$ cat src/hdl/pll_seq_defines.vh
// Purpose: constants for the pll mode sequencer
// Assumes: 100 MHz aclk, axi4-lite 32-bit register words
// Notes: offsets are byte addresses
`ifndef PLL_SEQ_DEFINES_VH
`define PLL_SEQ_DEFINES_VH
// register byte offsets
`define REG_CTRL 4'h0
`define REG_BW 4'h4
`define REG_STATUS 4'h8
`define REG_PLAN 4'hc
// control field positions
`define CTRL_HARD_RST 0
`define CTRL_SOFT_RST 1
`define CTRL_FAST_EN 2
`define CTRL_AUTO_SEL 3
`define CTRL_SEL_LO 4
`define CTRL_SEL_HI 5
// bandwidth code limits (hz / 10), 20 hz .. 4 khz
`define BW_MIN 12'h002
`define BW_MAX 12'h190
// reset values
`define CTRL_RST 32'h0000_0004
`define BW_RST 32'h0190_0010
`define PLAN_RST 32'h0000_0000
// init download length in cycles
`define INIT_CYCLES 8'h20
// modes of the pll core
`define MODE_INIT 3'h0
`define MODE_FREERUN 3'h1
`define MODE_FROZEN 3'h2
`define MODE_ACQ 3'h3
`define MODE_LOCKED 3'h4
`define MODE_HOLD 3'h5
// holdover history time: 120 s at 100 MHz
`define HIST_SECONDS 120
`define HIST_CYCLES 34'd12000000000
`endif

$ cat src/hdl/pll_mode_sequencer.v
// Purpose: mode and reset sequencer of a jitter-attenuating pll
// Assumes: synchronous inputs, axi4-lite master keeps protocol
// Notes: registers: ctrl 0x0, bw 0x4, status 0x8, plan 0xc
// Function
// - init loads defaults, no clocks meanwhile
// - bus usable only after init
// - hard reset reloads everything like power-up
// - hard reset from pin or bit
// - soft reset applies pending config only
// - exactly one of six modes
// - free-run right after init
// - free-run while no input valid
// - free-run uses reference oscillator only
// - valid input starts lock acquisition
// - fast bandwidth while acquiring if enabled
// - fast bandwidth 20 hz to 4 khz
// - loop bandwidth 20 hz to 4 khz
// - locked follows selected input
// - lock shown on pin and bit
// - manual or automatic input selection
// - frequency plan writable and loaded at init
// - fail with history enters holdover
// - fail without history enters frozen mode from locked, free-run from acquisition
// - history kept up to 120 seconds
// - valid input leaves holdover, reacquires
`timescale 1ns/100ps
`include "pll_seq_defines.vh"
module pll_mode_sequencer #(
   parameter N_IN = 4,
   parameter [33:0] HIST_CYCLES = `HIST_CYCLES
) (
   // clock and reset
   input wire aclk,
   input wire aresetn,
   // device pins
   input wire hard_reset_pin_n,
   input wire [N_IN-1:0] in_valid,
   input wire lock_detect,
   input wire [1:0] in_sel_pin,
   input wire [31:0] nvm_ctrl,
   input wire [31:0] nvm_bw,
   input wire [31:0] nvm_plan,
   // pll core control
   output reg [2:0] mode_q,
   output reg clocks_en_q,
   output reg use_reference_osc_q,
   output reg [1:0] active_in_q,
   output reg [11:0] pll_bw_q,
   output reg [31:0] plan_q,
   output reg soft_apply_q,
   output reg lock_loss_indicator,
   // axi4-lite write address
   input wire [3:0] s_awaddr,
   input wire s_awvalid,
   output wire s_awready,
   // axi4-lite write data
   input wire [31:0] s_wdata,
   input wire [3:0] s_wstrb,
   input wire s_wvalid,
   output wire s_wready,
   // axi4-lite write response
   output reg [1:0] s_bresp,
   output reg s_bvalid,
   input wire s_bready,
   // axi4-lite read
   input wire [3:0] s_araddr,
   input wire s_arvalid,
   output wire s_arready,
   output reg [31:0] s_rdata,
   output reg [1:0] s_rresp,
   output reg s_rvalid,
   input wire s_rready
);
   reg [31:0] ctrl_q; // control register
   reg [31:0] bw_q; // loop and fast bandwidth codes
   reg [7:0] init_cnt_q; // download counter
   reg init_done_q; // initialization finished
   reg [33:0] hist_cnt_q; // history age in cycles
   reg hist_valid_q; // history usable for holdover
   reg [1:0] lock_in_q; // input acquired on
   reg [3:0] aw_a_q; // latched write address
   reg aw_have_q; // write address held
   reg [31:0] w_d_q; // latched write data
   reg [3:0] w_s_q; // latched strobes
   reg w_have_q; // write data held
   reg [2:0] mode_d; // next mode
   wire hard_rst; // combined hard reset
   wire [1:0] sel; // picked input
   wire sel_ok; // picked input valid
   wire any_valid; // some input valid
   wire do_write; // write both halves present
   wire [11:0] bw_loop; // clamped loop code
   wire [11:0] bw_fast; // clamped fast code
   reg [31:0] wr_merge; // strobe merged word
   reg [31:0] old_word; // current register value
   integer b;
   assign hard_rst = !aresetn || !hard_reset_pin_n || ctrl_q[`CTRL_HARD_RST];
   assign any_valid = |in_valid;
   input_picker #(
      .N(N_IN),
      .W(2)
   ) u_pick (
      .aclk(aclk),
      .aresetn(!hard_rst),
      .auto_sel(ctrl_q[`CTRL_AUTO_SEL]),
      .manual_sel(ctrl_q[`CTRL_AUTO_SEL] ? in_sel_pin :
                  ctrl_q[`CTRL_SEL_HI:`CTRL_SEL_LO]),
      .in_valid(in_valid),
      .sel_q(sel),
      .sel_ok_q(sel_ok)
   );
   assign bw_fast = (bw_q[27:16] < `BW_MIN) ? `BW_MIN :
                    (bw_q[27:16] > `BW_MAX) ? `BW_MAX : bw_q[27:16];
   assign bw_loop = (bw_q[11:0] < `BW_MIN) ? `BW_MIN :
                    (bw_q[11:0] > `BW_MAX) ? `BW_MAX : bw_q[11:0];
   // bus stalls until the core has left init
   // gating on mode keeps the bus shut in the one cycle where init_done is set
   // but the mode register still shows init
   assign s_awready = (mode_q != `MODE_INIT) && !aw_have_q && !s_bvalid;
   assign s_wready = (mode_q != `MODE_INIT) && !w_have_q && !s_bvalid;
   assign s_arready = (mode_q != `MODE_INIT) && !s_rvalid;
   assign do_write = aw_have_q && w_have_q;
   // selected register for strobe merge
   always @* begin
      case (aw_a_q)
         `REG_CTRL: old_word = ctrl_q;
         `REG_BW: old_word = bw_q;
         `REG_PLAN: old_word = plan_q;
         default: old_word = 32'h0000_0000;
      endcase
      wr_merge = old_word;
      for (b = 0; b < 4; b = b + 1) begin
         if (w_s_q[b]) begin
            wr_merge[b*8 +: 8] = w_d_q[b*8 +: 8];
         end
      end
   end
   // init download counter and done flag cleared by hard reset
   always @(posedge aclk) begin
      if (hard_rst) begin
         init_cnt_q <= 8'h00;
         init_done_q <= 1'b0;
      end else if (!init_done_q) begin
         init_cnt_q <= init_cnt_q + 8'h01;
         if (init_cnt_q == `INIT_CYCLES - 8'h01) begin
            init_done_q <= 1'b1;
         end
      end
   end
   // register file and write channel
   always @(posedge aclk) begin
      if (hard_rst) begin
         ctrl_q <= `CTRL_RST;
         bw_q <= `BW_RST;
         plan_q <= `PLAN_RST;
         aw_have_q <= 1'b0;
         w_have_q <= 1'b0;
         aw_a_q <= 4'h0;
         w_d_q <= 32'h0000_0000;
         w_s_q <= 4'h0;
         s_bvalid <= 1'b0;
         s_bresp <= 2'b00;
         soft_apply_q <= 1'b0;
      end else if (!init_done_q) begin
         // defaults and plan loaded from nvm
         if (init_cnt_q == `INIT_CYCLES - 8'h01) begin
            ctrl_q <= nvm_ctrl & ~32'h0000_0003;
            bw_q <= nvm_bw;
            plan_q <= nvm_plan;
         end
      end else begin
         soft_apply_q <= 1'b0;
         // soft reset is a one-shot apply
         if (ctrl_q[`CTRL_SOFT_RST]) begin
            ctrl_q[`CTRL_SOFT_RST] <= 1'b0;
            soft_apply_q <= 1'b1;
         end
         if (s_awvalid && s_awready) begin
            aw_a_q <= s_awaddr;
            aw_have_q <= 1'b1;
         end
         if (s_wvalid && s_wready) begin
            w_d_q <= s_wdata;
            w_s_q <= s_wstrb;
            w_have_q <= 1'b1;
         end
         if (do_write) begin
            aw_have_q <= 1'b0;
            w_have_q <= 1'b0;
            s_bvalid <= 1'b1;
            s_bresp <= 2'b00;
            case (aw_a_q)
               `REG_CTRL: ctrl_q <= wr_merge;
               `REG_BW: bw_q <= wr_merge;
               `REG_PLAN: plan_q <= wr_merge;
               `REG_STATUS: s_bresp <= 2'b10;
               default: s_bresp <= 2'b10;
            endcase
         end else if (s_bvalid && s_bready) begin
            s_bvalid <= 1'b0;
         end
      end
   end
   // read channel
   always @(posedge aclk) begin
      if (hard_rst) begin
         s_rvalid <= 1'b0;
         s_rdata <= 32'h0000_0000;
         s_rresp <= 2'b00;
      end else if (s_arvalid && s_arready) begin
         s_rvalid <= 1'b1;
         s_rresp <= 2'b00;
         case (s_araddr)
            `REG_CTRL: s_rdata <= ctrl_q;
            `REG_BW: s_rdata <= bw_q;
            `REG_STATUS: s_rdata <= {24'h000000, hist_valid_q, sel_ok,
                                    lock_loss_indicator, active_in_q, mode_q};
            `REG_PLAN: s_rdata <= plan_q;
            default: begin
               s_rdata <= 32'h0000_0000;
               s_rresp <= 2'b10;
            end
         endcase
      end else if (s_rvalid && s_rready) begin
         s_rvalid <= 1'b0;
      end
   end
   // mode transitions, one mode at a time
   always @* begin
      mode_d = mode_q;
      case (mode_q)
         `MODE_INIT: begin
            if (init_done_q) begin
               mode_d = `MODE_FREERUN;
            end
         end
         `MODE_FREERUN: begin
            if (any_valid && sel_ok) begin
               mode_d = `MODE_ACQ;
            end
         end
         `MODE_ACQ: begin
            if (!sel_ok) begin
               mode_d = hist_valid_q ? `MODE_HOLD : `MODE_FREERUN;
            end else if (sel != lock_in_q) begin
               mode_d = `MODE_ACQ;
            end else if (lock_detect) begin
               mode_d = `MODE_LOCKED;
            end
         end
         `MODE_LOCKED: begin
            if (!sel_ok) begin
               mode_d = hist_valid_q ? `MODE_HOLD : `MODE_FROZEN;
            end else if (sel != lock_in_q || !lock_detect) begin
               mode_d = `MODE_ACQ;
            end
         end
         `MODE_HOLD, `MODE_FROZEN: begin
            if (sel_ok) begin
               mode_d = `MODE_ACQ;
            end
         end
         default: mode_d = `MODE_INIT;
      endcase
   end
   // mode register and core steering
   always @(posedge aclk) begin
      if (hard_rst) begin
         mode_q <= `MODE_INIT;
         lock_in_q <= 2'b00;
         clocks_en_q <= 1'b0;
         use_reference_osc_q <= 1'b1;
         active_in_q <= 2'b00;
         pll_bw_q <= `BW_MAX;
         lock_loss_indicator <= 1'b1;
      end else begin
         mode_q <= mode_d;
         if (mode_d == `MODE_ACQ) begin
            lock_in_q <= sel;
         end
         clocks_en_q <= (mode_d != `MODE_INIT);
         use_reference_osc_q <= (mode_d == `MODE_FREERUN) || (mode_d == `MODE_INIT);
         active_in_q <= sel;
         if (mode_d == `MODE_ACQ && ctrl_q[`CTRL_FAST_EN]) begin
            pll_bw_q <= bw_fast;
         end else begin
            pll_bw_q <= bw_loop;
         end
         lock_loss_indicator <= (mode_d != `MODE_LOCKED);
      end
   end
   always @(posedge aclk) begin
      if (hard_rst) begin
         hist_cnt_q <= 34'd0;
         hist_valid_q <= 1'b0;
      end else if (mode_q == `MODE_LOCKED) begin
         hist_valid_q <= 1'b1;
         if (hist_cnt_q < HIST_CYCLES) begin
            hist_cnt_q <= hist_cnt_q + 34'd1;
         end
      end else if (mode_q == `MODE_FREERUN) begin
         hist_cnt_q <= 34'd0;
         hist_valid_q <= 1'b0;
      end
   end
endmodule

$ cat src/hdl/input_picker.v
// Purpose: chooses one clock input, manual or by priority
// Assumes: valid bits are qualified and synchronous
// Notes: lowest index has highest priority in automatic mode
`timescale 1ns/100ps
module input_picker #(
   parameter N = 4,
   parameter W = 2
) (
   // clock and reset
   input wire aclk,
   input wire aresetn,
   // selection control
   input wire auto_sel,
   input wire [W-1:0] manual_sel,
   input wire [N-1:0] in_valid,
   // result
   output reg [W-1:0] sel_q,
   output reg sel_ok_q
);
   reg [W-1:0] pick_d; // candidate index
   reg found_d; // a valid candidate exists
   integer i;
   // priority search or manual choice
   always @* begin
      pick_d = manual_sel;
      found_d = 1'b0;
      if (auto_sel) begin
         for (i = N - 1; i >= 0; i = i - 1) begin
            if (in_valid[i]) begin
               pick_d = i[W-1:0];
               found_d = 1'b1;
            end
         end
      end else begin
         found_d = in_valid[manual_sel];
      end
   end
   // registered selection
   always @(posedge aclk) begin
      if (!aresetn) begin
         sel_q <= {W{1'b0}};
         sel_ok_q <= 1'b0;
      end else begin
         sel_q <= pick_d;
         sel_ok_q <= found_d;
      end
   end
endmodule

$ cat config.mk
export PLATFORM = sky130hd
export DESIGN_NAME = pll_mode_sequencer
export DESIGN_NICKNAME = d
export VERILOG_FILES = /design/src/hdl/pll_mode_sequencer.v /design/src/hdl/input_picker.v
export VERILOG_INCLUDE_DIRS = /design/src /design/src/hdl
export SDC_FILE = /design/constraint.sdc
export NUM_CORES = 1
export LEC_CHECK = 0
export BUFFER_PORTS_ARGS = -buffer_cell sky130_fd_sc_hd__buf_2
export CORE_MARGIN = 2
export CORE_UTILIZATION = 58
export DETAILED_ROUTE_END_ITERATION = 10
export PLACE_DENSITY = 0.85
export SLEW_MARGIN = 20
export SYNTH_ARGS = -nofsm -noshare
export SYNTH_HDL_FRONTEND = slang
export SYNTH_HIERARCHICAL = 1
export SYNTH_SLANG_ARGS = --single-unit
$ cat constraint.sdc
create_clock -name aclk -period 5.3 [get_ports aclk]
set_input_delay 0.795 -clock aclk [delete_from_list [all_inputs] [get_ports aclk]]
set_output_delay 0.795 -clock aclk [all_outputs]
set_load 0.02 [all_outputs]
==> impl_metrics.env <==
export IMPL_status="completed"
export IMPL_hold_viol=0
export IMPL_gp_congestion=0.845
export IMPL_syn_cell_area_um2=10400
export IMPL_track_usage_pct=33.1
export IMPL_syn_inst=1160
export IMPL_rsz0062_at_grt="false"
export IMPL_grt_antenna_before_repair=2
export IMPL_area_growth_pct=19.4
export IMPL_ys_types=73
export IMPL_drive_gt1_share_pct=32.3
export IMPL_synth_edf_count=0
export IMPL_htreeDepth=1
export IMPL_seqPwrFrac_pct=46.7
export IMPL_intPower_mw=2.65
export IMPL_wl_per_cell_um=20.1
export IMPL_p_sw_mw=0.742
export IMPL_core_um2=17400
export IMPL_hpwl_um=20800
export IMPL_start_util_pct=59.7
export IMPL_slowest_delay_ns=0.84
export IMPL_cp_start_kind="flip-flop"
export IMPL_cp_max_fo=59
export IMPL_ys_warn_count=6
export IMPL_ys_ff_latch=210
export IMPL_reg2reg_from="ctrl_q[0]"
export IMPL_p_leak_nw=5.01
export IMPL_cts_hold_buffers=0
export IMPL_skew_ns=0.0225
export IMPL_final_cell_mix="244 x buf_2, 208 x dfxtp_1, 138 x nand2_1"
export IMPL_power_density_nw_per_um2=274
export IMPL_cts_tree="yes"
export IMPL_critical_path_class="flip-flop to flip-flop"
export IMPL_path_buf_inv=3
export IMPL_cp_arrival_ns=3.58
export IMPL_drt_iter0_markers=905
export IMPL_hold_path_class="flip-flop to flip-flop"
export IMPL_cts_clk_slew_worst_paths_ns=0.06
export IMPL_cp_common_cell="buf_4"
export IMPL_drv_cap=0
export IMPL_overflow=0
export IMPL_final_max_slew_viol_count=0
export IMPL_grt_pass1_wl_um=49300
export IMPL_ant_nets=0
export IMPL_final_common_cell="buf_2"
export IMPL_power_frac_comb_pct=5.0
export IMPL_cts_made_buffers=23
export IMPL_io_buffers=244
export IMPL_rows=48
export IMPL_drc=0
export IMPL_synth_async_reset_ratio_pct=0
export IMPL_pwr_share_clk_pct=48.4
export IMPL_ys_seq_area_share_pct=40.6
export IMPL_ir_drop_v=0.000250
export IMPL_io_pins=249
export IMPL_final_nets=1501
export IMPL_post_cts_buffers=0
export IMPL_cp_top_family="simple AND/OR/NAND/NOR gates"
export IMPL_swShare_pct=21.9
export IMPL_synth_flop_cell="dfxtp_1"
export IMPL_hold_start="w_d_q[11]"
export IMPL_clock_fmax_mhz=319
export IMPL_insertion_delay_ns=0.52
export IMPL_firstDrtPassIters=7
export IMPL_max_clock_path_buffers=3
export IMPL_finalSetupViolations=0
export IMPL_tightestPinTransition_ns=1.12
export IMPL_period_share_pct=59.2
export IMPL_worstPathRequired_ns=5.74
export IMPL_maxSlewHeadroom_pct=25.2
export IMPL_grt_start_max_net_pins=108
export IMPL_timing_setup_tns_ns=0
export IMPL_slowest_stage="and3_1"
export IMPL_cp_cell_sequence="nand3b_4, inv_1, buf_4, and3_1, buf_4, a32o_1"
export IMPL_avgViaCountPerCell=6.36
export IMPL_dieHeight_um=138
export IMPL_num_vias=10109
export IMPL_cp_end_kind="flip-flop"
export IMPL_fin_hold_ws_ns=0.453
export IMPL_clockRootBuffer="clkbuf_16"
export IMPL_avgSynthCellArea_um2=8.93
export IMPL_routed_wl_um=31900
export IMPL_die_w_um=138
export IMPL_cts_resized_gates=0
export IMPL_dieArea_um2=18900
export IMPL_min_period_ns=3.14
export IMPL_grt_pass1_vias=9734
export IMPL_clock_sinks=210
export IMPL_startpoint="ctrl_q[0]"
-- worst min-delay path: cells and delay by family, from the launching register on --
kind            cells  cell delay, ns
simple gates        1            0.05
flops               1            0.31
compound gates      1            0.05
-- synth_stat cells (29+ instances only) --
cell type	instances	area, µm²
a32o_1	60	601
nor2_1	69	259
nand2b_1	29	181
a21oi_1	76	380
or2_2	62	388
o211ai_1	30	225
nand2_1	138	518
dfxtp_1	210	4200
o21ai_0	96	480
mux2i_1	41	410
clkbuf_1	60	225
a22oi_1	33	248
mux2_2	53	597
-- final cells by class --
| cell class | instances | area [µm²] |
|---|---|---|
| Antenna cell | 2 | 5.00 |
| Clock buffer | 34 | 687 |
| Clock inverter | 8 | 93.8 |
| Fill cell | 1347 | 4990 |
| Inverter | 6 | 22.5 |
| Multi-Input combinational cell | 845 | 5710 |
| Sequential cell | 210 | 4210 |
| Tap cell | 225 | 282 |
| Timing Repair Buffer | 259 | 1370 |
-- flip-flops by register name (all words and copies together), names as in the netlist, 2 cells and up --
signal	flops
pll_bw_q	12
aw_a_q	4
u_pick/sel_q	2
plan_q	32
init_cnt_q	8
active_in_q	2
ctrl_q	32
lock_in_q	2
w_d_q	32
s_rdata	32
w_s_q	4
bw_q	32
mode_q	3
-- cells by family (layout without fill, tap and decap cells) --
group                      Yosys count  after routing  share of synthesized area, %
adders and majority gates            1              1                         0.121
xor gates and xnor gates             7              7                         0.592
DFF                                210            210                          40.6
and+or+nand+nor                    365            365                          17.9
AOI/OAI and AO/OA                  364            364                          24.3
muxes                              103            103                          11.7
buffers and inverters              109            307                          4.83
other                                1              7                        0.0362
-- power by group through the flow --
stage	clock [mW]	combinational, mW	sequential, mW
after global routing	1.71	0.180	1.58
after CTS	1.65	0.166	1.58
after global placement	0	0.162	1.62
after detailed placement	0	0.164	1.62
final	1.64	0.168	1.58
after floorplan	0	0.0776	1.62
-- stage by stage --
stage | worst slack (ns) | cell area [µm²] | instances | util [%] | power (mW)
CTS | 2.08 | 12300 | 1583 | 70.9 | 3.40
detailed placement | 1.75 | 11500 | 1541 | 66.4 | 1.78
finish | 2.16 | 12400 | 1589 | 71.3 | 3.39
global route | 2.03 | 12400 | 1589 | 71.3 | 3.47
global placement | 1.83 | 11500 | 1541 | 66.4 | 1.78
floorplan | 3.12 | 10400 | 1164 | - | 1.70
-- path summary, 6_finish.rpt --
kind / cells after the start / to / slack, ns
max reg2reg: 6 / plan_q[9] / 2.16
min reg2reg: 2 / w_d_q[11] / 0.45
max: 6 / plan_q[9] / 2.16
min: 2 / w_d_q[11] / 0.45
-- per-layer routing --
layer | track usage (%) | part of all wire, % | up-vias
met5 | 0 | 0 | -
met1 | 42.1 | 40 | 4808
met4 | 17.7 | 4.4 | 0
li1 | - | - | 4624
met2 | 54.4 | 48 | 571
met3 | 4.82 | 8.3 | 106
No activity file was read; power rests on OpenSTA's default activity.
